`config.mk`:
```
export PLATFORM = sky130hd
export DESIGN_NAME = pfc_host
export DESIGN_NICKNAME = d
export VERILOG_FILES = /design/src/rtl/pfc_bus_cycle.v /design/src/rtl/pfc_host.v
export VERILOG_INCLUDE_DIRS = /design/src /design/src/rtl
export SDC_FILE = /design/constraint.sdc
export NUM_CORES = 1
export LEC_CHECK = 0
export BUFFER_PORTS_ARGS = -buffer_cell sky130_fd_sc_hd__buf_4
export CAP_MARGIN = 0
export CORE_MARGIN = 5
export CORE_UTILIZATION = 65
export CTS_BUF_LIST = sky130_fd_sc_hd__clkbuf_8
export CTS_CLUSTER_DIAMETER = 120
export DETAILED_ROUTE_END_ITERATION = 10
export HOLD_SLACK_MARGIN = 0.02
export MAX_ROUTING_LAYER = met4
export PLACE_DENSITY_LB_ADDON = 0.12
export SYNTH_ARGS = -nofsm -noshare
export SYNTH_HDL_FRONTEND = slang
export SYNTH_SLANG_ARGS = --single-unit
```
`constraint.sdc`:
```
create_clock -name clk -period 7 [get_ports clk]
set_input_delay 1.05 -clock clk [delete_from_list [all_inputs] [get_ports clk]]
set_output_delay 1.05 -clock clk [all_outputs]
set_load 0.03 [all_outputs]
```
`src/rtl/pfc_defines.vh`:
```
// Contract
// - smallest variant: sector and chip erase, no block erase
// - chip erase is six cycles ending 10h
// - sector erase: prefix then 30h at sector
// - block erase: prefix then 50h at block
// - program: three unlock cycles then address/data
// - AAh,55h,90h enters identification mode
// - id exit by three cycles or single F0h
// - toggle bit advances on every read access; the model advances it only on reads while busy
// - inverted-data bit fixed while busy: 0 for erase, complement of bit 7 for program
// - read only with ce, oe low, we high
`ifndef PFC_DEFINES_VH
`define PFC_DEFINES_VH
`define PFC_AW 19
`define PFC_ADDR_UNLOCK1 19'h00555
`define PFC_ADDR_UNLOCK2 19'h002aa
`define PFC_ADDR_ID_MAKER 19'h00000
`define PFC_ADDR_ID_DEV 19'h00001
`define PFC_SECTOR_LSB 12
`define PFC_BLOCK_LSB 16
`define PFC_DAT_UNLOCK1 8'haa
`define PFC_DAT_UNLOCK2 8'h55
`define PFC_DAT_SETUP 8'h80
`define PFC_DAT_CHIP 8'h10
`define PFC_DAT_SECTOR 8'h30
`define PFC_DAT_BLOCK 8'h50
`define PFC_DAT_PROG 8'ha0
`define PFC_DAT_ID_ENTER 8'h90
`define PFC_DAT_ID_EXIT 8'hf0
`define PFC_CMD_READ 3'h0
`define PFC_CMD_PROG 3'h1
`define PFC_CMD_SECTOR 3'h2
`define PFC_CMD_BLOCK 3'h3
`define PFC_CMD_CHIP 3'h4
`define PFC_CMD_ID_ENTER 3'h5
`define PFC_CMD_ID_EXIT 3'h6
`define PFC_CMD_ID_EXIT1 3'h7
`define PFC_CLK_MHZ 100
`define PFC_PROG_TIME_US 40
`define PFC_ERASE_TIME_MS 100
`define PFC_PROG_CYC (`PFC_PROG_TIME_US * `PFC_CLK_MHZ)
`define PFC_ERASE_CYC (`PFC_ERASE_TIME_MS * 1000 * `PFC_CLK_MHZ)
`define PFC_SETUP_CYC 4'h4
`define PFC_PULSE_CYC 4'h4
`define PFC_HOLD_CYC 4'h3
`define PFC_READ_CYC 4'h8
`define PFC_GAP_CYC 4'h3
`define PFC_BIT_DPOLL 7
`define PFC_BIT_TOGGLE 6
`endif

```
`src/rtl/pfc_bus_cycle.v`:
```
`timescale 1ns/1ps
`include "pfc_defines.vh"
// one write or read bus cycle on the flash pins
module pfc_bus_cycle (
    // clock and reset
    input wire clk,
    input wire sys_rst,
    // request
    input wire req_valid,
    input wire req_write,
    input wire [18:0] req_addr,
    input wire [7:0] req_wdata,
    output wire req_ready,
    output reg done_q,
    output reg [7:0] rdata_q,
    // flash pins
    output reg [18:0] fl_addr_q,
    output reg [7:0] fl_dq_out_q,
    output reg fl_dq_oe_n_q,
    input wire [7:0] fl_dq_in,
    output reg fl_ce_n_q,
    output reg fl_oe_n_q,
    output reg fl_we_n_q
);
    localparam ST_IDLE = 3'h0;
    localparam ST_SETUP = 3'h1;
    localparam ST_PULSE = 3'h2;
    localparam ST_HOLD = 3'h3;
    localparam ST_GAP = 3'h4;

    reg [2:0] st_q;
    reg [3:0] cnt_q;
    reg wr_q;
    reg [7:0] dq_s1_q;
    reg [7:0] dq_s2_q;

    assign req_ready = (st_q == ST_IDLE);

    // data pins are asynchronous to clk
    always @(posedge clk or posedge sys_rst) begin
        if (sys_rst) begin
            dq_s1_q <= 8'h00;
            dq_s2_q <= 8'h00;
        end else begin
            dq_s1_q <= fl_dq_in;
            dq_s2_q <= dq_s1_q;
        end
    end

    always @(posedge clk or posedge sys_rst) begin
        if (sys_rst) begin
            st_q <= ST_IDLE;
            cnt_q <= 4'h0;
            wr_q <= 1'b0;
            done_q <= 1'b0;
            rdata_q <= 8'h00;
            fl_addr_q <= 19'h00000;
            fl_dq_out_q <= 8'h00;
            fl_dq_oe_n_q <= 1'b1;
            fl_ce_n_q <= 1'b1;
            fl_oe_n_q <= 1'b1;
            fl_we_n_q <= 1'b1;
        end else begin
            done_q <= 1'b0;
            cnt_q <= cnt_q - 4'h1;
            case (st_q)
            ST_IDLE: begin
                if (req_valid) begin
                    wr_q <= req_write;
                    fl_addr_q <= req_addr;
                    fl_dq_out_q <= req_wdata;
                    // oe high before any write strobe
                    fl_oe_n_q <= 1'b1;
                    fl_ce_n_q <= 1'b0;
                    cnt_q <= `PFC_SETUP_CYC;
                    st_q <= ST_SETUP;
                end
            end
            ST_SETUP: begin
                if (cnt_q == 4'h0) begin
                    if (wr_q) begin
                        // we falls after ce: address taken here
                        fl_we_n_q <= 1'b0;
                        fl_dq_oe_n_q <= 1'b0;
                        cnt_q <= `PFC_PULSE_CYC;
                    end else begin
                        // read with we held high
                        fl_oe_n_q <= 1'b0;
                        cnt_q <= `PFC_READ_CYC;
                    end
                    st_q <= ST_PULSE;
                end
            end
            ST_PULSE: begin
                if (cnt_q == 4'h0) begin
                    if (wr_q) begin
                        // we rises first; data held past it
                        fl_we_n_q <= 1'b1;
                    end else begin
                        rdata_q <= dq_s2_q;
                        fl_oe_n_q <= 1'b1;
                    end
                    cnt_q <= `PFC_HOLD_CYC;
                    st_q <= ST_HOLD;
                end
            end
            ST_HOLD: begin
                if (cnt_q == 4'h0) begin
                    // ce rises every cycle so each read is new
                    fl_ce_n_q <= 1'b1;
                    fl_dq_oe_n_q <= 1'b1;
                    cnt_q <= `PFC_GAP_CYC;
                    st_q <= ST_GAP;
                end
            end
            ST_GAP: begin
                if (cnt_q == 4'h0) begin
                    done_q <= 1'b1;
                    st_q <= ST_IDLE;
                end
            end
            default: st_q <= ST_IDLE;
            endcase
        end
    end
endmodule

```
`src/rtl/pfc_host.v`:
```
`timescale 1ns/1ps
`include "pfc_defines.vh"
// host controller: issues command sequences and polls for completion
module pfc_host #(
    parameter PROG_CYC = `PFC_PROG_CYC,
    parameter ERASE_CYC = `PFC_ERASE_CYC,
    parameter HAS_BLOCK_ERASE = 1
) (
    // clock and reset
    input wire clk,
    input wire sys_rst,
    // command port
    input wire cmd_valid,
    input wire [2:0] cmd_op,
    input wire [18:0] cmd_addr,
    input wire [7:0] cmd_wdata,
    output wire cmd_ready,
    output reg cmd_done_q,
    output reg cmd_err_q,
    output reg [7:0] cmd_rdata_q,
    output reg id_mode_q,
    // flash pins
    output wire [18:0] fl_addr,
    output wire [7:0] fl_dq_out,
    output wire fl_dq_oe_n,
    input wire [7:0] fl_dq_in,
    output wire fl_ce_n,
    output wire fl_oe_n,
    output wire fl_we_n
);
    localparam ST_IDLE = 3'h0;
    localparam ST_ISSUE = 3'h1;
    localparam ST_WAIT = 3'h2;
    localparam ST_POLL = 3'h3;
    localparam ST_PWAIT = 3'h4;
    localparam ST_FIN = 3'h5;

    reg [2:0] st_q;
    reg [2:0] op_q;
    reg [18:0] addr_q;
    reg [7:0] wdata_q;
    reg [2:0] step_q;
    reg [2:0] nsteps;
    reg have_prev_q;
    reg prev_tog_q;
    reg [31:0] tmo_q;
    reg bc_valid;
    reg bc_write;
    reg [18:0] bc_addr;
    reg [7:0] bc_wdata;
    wire bc_ready;
    wire bc_done;
    wire [7:0] bc_rdata;
    wire busy_op;
    wire is_erase;
    wire poll_line_seven;
    wire poll_line_six;
    wire toggled;
    wire settled;

    assign cmd_ready = (st_q == ST_IDLE);
    assign is_erase = (op_q == `PFC_CMD_SECTOR) || (op_q == `PFC_CMD_BLOCK)
        || (op_q == `PFC_CMD_CHIP);
    assign busy_op = is_erase || (op_q == `PFC_CMD_PROG);
    assign poll_line_seven = bc_rdata[`PFC_BIT_DPOLL];
    assign poll_line_six = bc_rdata[`PFC_BIT_TOGGLE];
    assign toggled = have_prev_q && (poll_line_six != prev_tog_q);
    // erase ends with one, program with the true bit
    assign settled = is_erase ? poll_line_seven
        : (poll_line_seven == wdata_q[`PFC_BIT_DPOLL]);

    // sequence length per command
    always @* begin
        case (op_q)
        `PFC_CMD_PROG: nsteps = 3'h4;
        `PFC_CMD_SECTOR: nsteps = 3'h6;
        `PFC_CMD_BLOCK: nsteps = 3'h6;
        `PFC_CMD_CHIP: nsteps = 3'h6;
        `PFC_CMD_ID_ENTER: nsteps = 3'h3;
        `PFC_CMD_ID_EXIT: nsteps = 3'h3;
        `PFC_CMD_ID_EXIT1: nsteps = 3'h1;
        default: nsteps = 3'h1;
        endcase
    end

    // bus cycle for the current step
    always @* begin
        bc_write = 1'b1;
        bc_addr = `PFC_ADDR_UNLOCK1;
        bc_wdata = `PFC_DAT_UNLOCK1;
        bc_valid = 1'b0;
        if (st_q == ST_ISSUE) begin
            bc_valid = 1'b1;
            if (op_q == `PFC_CMD_READ) begin
                // in id mode only the low two bits matter
                bc_write = 1'b0;
                bc_addr = addr_q;
            end else if (op_q == `PFC_CMD_ID_EXIT1) begin
                bc_addr = addr_q;
                bc_wdata = `PFC_DAT_ID_EXIT;
            end else begin
                case (step_q)
                3'h0: bc_wdata = `PFC_DAT_UNLOCK1;
                3'h1: begin
                    bc_addr = `PFC_ADDR_UNLOCK2;
                    bc_wdata = `PFC_DAT_UNLOCK2;
                end
                3'h2: begin
                    case (op_q)
                    `PFC_CMD_PROG: bc_wdata = `PFC_DAT_PROG;
                    `PFC_CMD_ID_ENTER: bc_wdata = `PFC_DAT_ID_ENTER;
                    `PFC_CMD_ID_EXIT: bc_wdata = `PFC_DAT_ID_EXIT;
                    default: bc_wdata = `PFC_DAT_SETUP;
                    endcase
                    if (op_q == `PFC_CMD_PROG) begin
                        bc_wdata = `PFC_DAT_PROG;
                    end
                end
                3'h3: begin
                    if (op_q == `PFC_CMD_PROG) begin
                        bc_addr = addr_q;
                        bc_wdata = wdata_q;
                    end else begin
                        bc_wdata = `PFC_DAT_UNLOCK1;
                    end
                end
                3'h4: begin
                    bc_addr = `PFC_ADDR_UNLOCK2;
                    bc_wdata = `PFC_DAT_UNLOCK2;
                end
                default: begin
                    case (op_q)
                    `PFC_CMD_SECTOR: begin
                        bc_addr = {addr_q[18:`PFC_SECTOR_LSB],
                            12'h000};
                        bc_wdata = `PFC_DAT_SECTOR;
                    end
                    `PFC_CMD_BLOCK: begin
                        bc_addr = {addr_q[18:`PFC_BLOCK_LSB],
                            16'h0000};
                        bc_wdata = `PFC_DAT_BLOCK;
                    end
                    default: bc_wdata = `PFC_DAT_CHIP;
                    endcase
                end
                endcase
            end
        end
    end

    always @(posedge clk or posedge sys_rst) begin
        if (sys_rst) begin
            st_q <= ST_IDLE;
            op_q <= `PFC_CMD_READ;
            addr_q <= 19'h00000;
            wdata_q <= 8'h00;
            step_q <= 3'h0;
            have_prev_q <= 1'b0;
            prev_tog_q <= 1'b0;
            tmo_q <= 32'h0;
            cmd_done_q <= 1'b0;
            cmd_err_q <= 1'b0;
            cmd_rdata_q <= 8'h00;
            id_mode_q <= 1'b0;
        end else begin
            cmd_done_q <= 1'b0;
            if (tmo_q != 32'h0) begin
                tmo_q <= tmo_q - 32'h1;
            end
            case (st_q)
            ST_IDLE: begin
                if (cmd_valid) begin
                    op_q <= cmd_op;
                    addr_q <= cmd_addr;
                    wdata_q <= cmd_wdata;
                    step_q <= 3'h0;
                    cmd_err_q <= 1'b0;
                    if (cmd_op == `PFC_CMD_BLOCK && HAS_BLOCK_ERASE == 0) begin
                        cmd_err_q <= 1'b1;
                        st_q <= ST_FIN;
                    end else begin
                        st_q <= ST_ISSUE;
                    end
                end
            end
            ST_ISSUE: begin
                if (bc_ready) begin
                    st_q <= ST_WAIT;
                end
            end
            ST_WAIT: begin
                if (bc_done) begin
                    if (op_q == `PFC_CMD_READ) begin
                        cmd_rdata_q <= bc_rdata;
                        st_q <= ST_FIN;
                    end else if (step_q + 3'h1 < nsteps) begin
                        step_q <= step_q + 3'h1;
                        st_q <= ST_ISSUE;
                    end else if (busy_op) begin
                        have_prev_q <= 1'b0;
                        tmo_q <= is_erase ? ERASE_CYC : PROG_CYC;
                        st_q <= ST_POLL;
                    end else begin
                        // mode follows the whole sequence
                        id_mode_q <= (op_q == `PFC_CMD_ID_ENTER);
                        st_q <= ST_FIN;
                    end
                end
            end
            ST_POLL: begin
                if (bc_ready) begin
                    st_q <= ST_PWAIT;
                end
            end
            ST_PWAIT: begin
                if (bc_done) begin
                    have_prev_q <= 1'b1;
                    prev_tog_q <= poll_line_six;
                    if (have_prev_q && !toggled && settled) begin
                        cmd_rdata_q <= bc_rdata;
                        st_q <= ST_FIN;
                    end else if (tmo_q == 32'h0) begin
                        cmd_err_q <= 1'b1;
                        st_q <= ST_FIN;
                    end else begin
                        st_q <= ST_POLL;
                    end
                end
            end
            ST_FIN: begin
                cmd_done_q <= 1'b1;
                st_q <= ST_IDLE;
            end
            default: st_q <= ST_IDLE;
            endcase
        end
    end

    wire poll_req = (st_q == ST_POLL);

    pfc_bus_cycle u_bus (
        .clk(clk),
        .sys_rst(sys_rst),
        .req_valid(bc_valid | poll_req),
        .req_write(bc_write & ~poll_req),
        .req_addr(poll_req ? addr_q : bc_addr),
        .req_wdata(bc_wdata),
        .req_ready(bc_ready),
        .done_q(bc_done),
        .rdata_q(bc_rdata),
        .fl_addr_q(fl_addr),
        .fl_dq_out_q(fl_dq_out),
        .fl_dq_oe_n_q(fl_dq_oe_n),
        .fl_dq_in(fl_dq_in),
        .fl_ce_n_q(fl_ce_n),
        .fl_oe_n_q(fl_oe_n),
        .fl_we_n_q(fl_we_n)
    );
endmodule

```
* After elaboration in Yosys (flattened, before gate mapping)
Cells that the tools add are included.
Storage, ports and cells: flip-flop bits (word level) 145, input bits 41, logic and storage cells 209, output and inout port bits 43
Operators by class: magnitude comparators 1, multiplexer cells 88, add/sub/neg operators 3, bitwise logic cells 7, reduce and logical (&&, ||, !) cells 41, equality and inequality tests 44
Operators by type and width (count):
- $mux W32 | 6
- $mux W19 | 5
- $mux W8 | 9
- $mux W3 | 19
- $pmux W19 S3 | 1
- $pmux W19 S2 | 1
- $reduce_and A5 Y1 | 7
- $logic_not A32 Y1 | 1
- $pmux W8 S4 | 1
- $reduce_bool A32 Y1 | 1
- $sub A32 B1 Y32 const B | 1
- $pmux W3 S5 | 2
- $pmux W7 S2 | 2
- $mux W1 | 27
- $ne A2 B2 Y1 const B | 13
- $eq A3 B2 Y1 const B | 8
- $eq A3 B3 Y1 const B | 8
- $mux W24 | 1
- $ne A2 B1 Y1 const B | 9
- $mux W4 | 4
- $pmux W8 S2 | 1
- $eq A3 B1 Y1 const B | 4
- $logic_not A3 Y1 | 4
- $pmux W4 S3 | 1
- 24 further kinds | 48

* Longest topological paths before layout
depth in word-level cells 9, depth in mapped cells 11, depth with buffers taken out 9

* By module
A second synthesis with hierarchy kept.
Second synthesis, totals: cell total of the unflattened synthesis 631, area total of the unflattened synthesis 7055.5 sq um
Modules (own cells, without submodules):
- pfc_host | area an instance 4665.7 sq um, instances 1, seq. area each 2026.9 sq um, cells an instance 469
- pfc_bus_cycle | area an instance 2389.8 sq um, instances 1, seq. area each 1606.5 sq um, cells an instance 162

* Worst setup path after synthesis
OpenSTA, ideal clock, no wires.
path type reg2reg, start point reg op_q[1], end point reg tmo_q[25], period minus slack after synthesis 2433 ps, stages on the path, launching flop included 12, path buffers 3, setup time 120 ps, arrival time 2313 ps, required time 6880 ps, path slack 4567 ps, cells stage by stage dfrtp_1 buf_2 or3_1 buf_2 nand2_1 ha_1 o21a_1 nor2_1 nor3_1 buf_2 a211oi_1 a31o_2
Between the ends: cells in the longest elaborated chain, start to end 9, elaborated cells between the ends (all ways) 19, those cells by class order compare: 1; eq/ne: 6; mux: 6; reduce/logical: 6
Ends and longest elaborated chain:
- start: declaration | RTL line pfc_host.v:39 | reg [2:0] op_q;
- start signal: assignment | RTL line pfc_host.v:154 | op_q <= `PFC_CMD_READ;
- start signal: assignment | RTL line pfc_host.v:173 | op_q <= cmd_op;
- parallel branches: the longest is 6 deep, another holds $lt A3 B3 Y1
- $mux W32 * | RTL line pfc_host.v:193 | if (op_q == `PFC_CMD_READ) begin
- $mux W32 * | RTL line pfc_host.v:192 | if (bc_done) begin
- $mux W32 * | RTL line pfc_host.v:170 | case (st_q)
- end signal: assignment | RTL line pfc_host.v:168 | tmo_q <= tmo_q - 32'h1;
- end signal: assignment | RTL line pfc_host.v:201 | tmo_q <= is_erase ? ERASE_CYC : PROG_CYC;
- end: declaration | RTL line pfc_host.v:46 | reg [31:0] tmo_q;
Mark *: on every way between the ends. A chain may end at the register's enable or synchronous reset.

* Worst setup path in the final report
start point reg op_q[2], end point reg tmo_q[19]
Between the ends: cells in the longest elaborated chain, start to end 9, elaborated cells between the ends (all ways) 20, those cells by class order compare: 1; eq/ne: 6; mux: 7; reduce/logical: 6
Ends and longest elaborated chain (RTL line):
- parallel branches: the longest is 6 deep, another holds $lt A3 B3 Y1
- $mux W32 * | pfc_host.v:193
- $mux W32 * | pfc_host.v:192
- $mux W32 * | pfc_host.v:170
Marks and branches as above.

==> impl_metrics.tcl <==
set metrics [dict create \
    placement.setup.worst_slack_ns 4.19 \
    insertion_delay_ns 0.46 \
    drv_cap 0 \
    grt_max_degree 85 \
    post_drt_via_cell_ratio 6.16 \
    dp_cells 800 \
    ctsLongestPathBuffers 2 \
    fp.dieArea_um2 12700 \
    worst_setup_hold_path_clk_slew_ns 0.09 \
    htree_levels 4 \
    post_synth_top_flop "sky130_fd_sc_hd__dfrtp_1" \
    worstRegToRegCells 8 \
    power-per-cell-area_nw_per_um2 430 \
    synth_net_count 659 \
    post_cts_resized 0 \
    top_layer_used "met4" \
    port-buffer-count 83 \
    type_of_the_worst_min_delay_path "reg -> reg" \
    post-layout-total-power_mw 3.42 \
    nNetsFinal 733 \
    final_cell_area_um2 7950 \
    routedLengthMet1_mm 6.57 \
    timing.critical_path.fanout_max 20 \
    holdCritStartpoint "u_bus.dq_s1_q[0]" \
    static-leakage-power_nw 3.54 \
    met3RoutedLength_mm 1.12 \
    gp_congestion 0.879 \
    post_route_clock_skew_ns 0.0162 \
    tritoncts_num_sinks 145 \
    fillers 693 \
    grt_usage 0.259 \
    first_pass_iters 5 \
    reg2reg_to "tmo_q[19]" \
    area.growth.synth_to_final_pct 15.5 \
    maxSlewViolCount 0 \
    core_um2 10300 \
    synthesis.instances 609 \
    number_of_standard_cells_in_the_final_layout_excluding_fillers 832 \
    postPlaceCellArea_um2 7580 \
    setup_slack_ns 4.14 \
    share_of_post_route_cells_with_drive_strength_above_1 0.295 \
    count_of_buffers_added_by_post_cts_timing_repair_for_setup 0 \
    drc 0 \
    global_route.overflow_total 0 \
    setup_slack_of_the_worst_register_to_register_path_ns 4.14 \
    first_global_vias 5227 \
    portion_of_the_post_synthesis_area_used_by_sequential_elements 0.528 \
    finalSetupViolCount 0 \
    rows 37 \
    finalCriticalPeriod_ns 2.86 \
    vdd_ir_drop_max_mv 0.293 \
    tritoncts "built" \
    ff_to_ff_start "op_q[2]" \
    detail_route.iter0.violations 535 \
    timing.setup.tns_ns 0 \
    design.portCount 84 \
    hold_ws_ns 0.353 \
    tritoncts.num_buffers 17 \
    critical_setup_path_class "reg -> reg" \
    hold_buffers 0 \
    routedWlPerCell_um 18.2 \
    netlist_area_um2 6880 \
    layout.core_utilization 0.770 \
    yosys_cell_types 78 \
    die_w_um 113 \
    synth_warnings 0 \
    first_pass_grt_wire_length_mm 25.7 \
    fin_crit_sh 0.409 \
    timing.critical_path.arrival_ns 3.20 \
    synth-async-reset-ratio 1.00 \
    ctsRootBufferMaster "sky130_fd_sc_hd__clkbuf_8" \
    synth-edff-count 0 \
    critPathRequiredTime_ns 7.34 \
    drt_wl_total_mm 15.1 \
    critical_path.startpoint_type "flop" \
    met2_routed_length_mm 7.17 \
    worst_slew_margin_rel 0.302 \
    die_h_um 113 \
    final_hold_viol_count 0 \
    worst-slew-pin-transition_ns 1.05 \
    antenna_violating_nets_left 0 \
    endpoint_kind "flop" \
    min_delay_worst_endpoint "u_bus.dq_s2_q[0]" \
    run_status "complete, no violations" \
    via_count 5128 \
    ys_ff_latch 145 \
    floorplan.initialDensity 0.667 \
    syn_area_per_cell_um2 11.3 \
    antenna_violations_before_repair 0 \
    antenna_cells_inserted 0 \
    clock.fmax_mhz 349 \
    grt_setup_unrepaired "no" \
    detailedPlacementHpwl_mm 10.6 \
    hold_depth 0 \
]
## flip-flops by register name, indices dropped and copies added (netlist names), 4 cells and up
name / cells
u_bus.dq_s1_q: 8
u_bus.fl_dq_out_q: 8
u_bus.rdata_q: 8
u_bus.fl_addr_q: 19
u_bus.dq_s2_q: 8
u_bus.cnt_q: 4
cmd_rdata_q: 8
wdata_q: 8
tmo_q: 32
addr_q: 19
## area by class of cell
type / instances / area, um^2 / share of cell area
sequential: 145 / 3630 / 0.457
tap: 136 / 170 / 0.0214
timing repair buffer: 86 / 646 / 0.0812
multi-input combinational: 414 / 3050 / 0.384
clock inverter: 14 / 130 / 0.0164
inverter: 19 / 76.3 / 0.00960
clock buffer: 18 / 248 / 0.0311
## worst max-delay path, cell delays in order (launching register included)
cell                      delay (ns)
sky130_fd_sc_hd__dfrtp_1        0.58
sky130_fd_sc_hd__or3_1          0.56
sky130_fd_sc_hd__nand2_1        0.19
sky130_fd_sc_hd__ha_1           0.30
sky130_fd_sc_hd__a21o_1         0.19
sky130_fd_sc_hd__a41oi_1        0.26
sky130_fd_sc_hd__nor2_1         0.18
sky130_fd_sc_hd__o21a_1         0.19
sky130_fd_sc_hd__a311o_1        0.29
## worst max-delay path by stage
stage	from	endpoint	slack (ns)	cells past startpoint
finish	op_q[2]	tmo_q[19]	4.14	8
CTS	op_q[2]	tmo_q[19]	4.17	8
global route	op_q[2]	tmo_q[19]	3.92	8
global placement	sys_rst	cmd_done_q	4.36	3
floorplan	sys_rst	addr_q[0]	2.06	1
detailed placement	op_q[2]	tmo_q[19]	4.19	8
## metal layers
metal	global-route usage	vias to the layer above
met5	-	-
li1	-	2369
met1	0.352	2538
met2	0.384	195
met3	0.0733	26
met4	0.0793	0
## synthesized netlist by cell type (all sizes together), types with 4 or more instances
| master | instances | area share |
|---|---|---|
| a2111oi | 7 | 0.016 |
| a211oi | 9 | 0.012 |
| a21o | 8 | 0.0087 |
| a21oi | 19 | 0.014 |
| a221o | 6 | 0.0087 |
| a22o | 9 | 0.011 |
| a31oi | 11 | 0.010 |
| buf | 15 | 0.011 |
| clkbuf | 16 | 0.0089 |
| dfrtp | 141 | 0.51 |
| dfstp | 4 | 0.015 |
| ha | 9 | 0.016 |
| inv | 19 | 0.010 |
| mux2 | 50 | 0.082 |
| mux2i | 4 | 0.0058 |
| nand2 | 46 | 0.025 |
| nand2b | 8 | 0.0073 |
| nand3 | 11 | 0.0095 |
| nor2 | 46 | 0.025 |
| nor2b | 9 | 0.0082 |
| nor3 | 15 | 0.013 |
| nor3b | 7 | 0.0076 |
| nor4 | 6 | 0.0095 |
| o21a | 6 | 0.0065 |
| o21ai | 31 | 0.023 |
| o221a | 6 | 0.0098 |
| o311ai | 4 | 0.0051 |
| o31ai | 4 | 0.0044 |
| or3 | 5 | 0.0060 |
| xnor2 | 18 | 0.023 |
| xor2 | 9 | 0.011 |
## where the power goes
group          switching [mW]  internal [mW]  total, mW  leakage, nW
logic                   0.778          0.579       1.36         1.55
clock network           0.332          0.294      0.626        0.184
registers               0.300           1.13       1.43         1.80
total                    1.41           2.01       3.42         3.54
## cells in the final DEF (no fill, tap or decap), types with 4 or more instances in the layout
master	n
sky130_fd_sc_hd__nand2b_1	8
sky130_fd_sc_hd__a211oi_1	6
sky130_fd_sc_hd__nor2b_1	9
sky130_fd_sc_hd__o21ai_0	26
sky130_fd_sc_hd__xnor2_1	18
sky130_fd_sc_hd__nand3_1	9
sky130_fd_sc_hd__o21ai_1	4
sky130_fd_sc_hd__clkinvlp_4	4
sky130_fd_sc_hd__o31ai_1	4
sky130_fd_sc_hd__dfstp_2	4
sky130_fd_sc_hd__o311ai_1	4
sky130_fd_sc_hd__a21o_1	8
sky130_fd_sc_hd__xor2_1	9
sky130_fd_sc_hd__nor3b_1	7
sky130_fd_sc_hd__a21oi_1	19
sky130_fd_sc_hd__o221a_2	6
sky130_fd_sc_hd__inv_1	19
sky130_fd_sc_hd__mux2i_1	4
sky130_fd_sc_hd__a31oi_1	11
sky130_fd_sc_hd__nor2_1	46
sky130_fd_sc_hd__mux2_2	50
sky130_fd_sc_hd__buf_4	86
sky130_fd_sc_hd__nand2_1	46
sky130_fd_sc_hd__a22o_1	9
sky130_fd_sc_hd__inv_6	6
sky130_fd_sc_hd__a221o_1	6
sky130_fd_sc_hd__dfrtp_1	141
sky130_fd_sc_hd__clkbuf_8	18
sky130_fd_sc_hd__ha_1	9
sky130_fd_sc_hd__o21a_1	6
sky130_fd_sc_hd__nor3_1	13
## logic make-up after synthesis
group           after synthesis  share of synthesized area
compound gates              147                      0.164
xor+xnor                     27                     0.0344
fa+ha+maj                     9                     0.0164
buf+inv                      50                     0.0298
flops                       145                      0.528
mux                          54                     0.0876
simple gates                177                      0.140
Note: power is estimated with default switching activity, not from simulation.
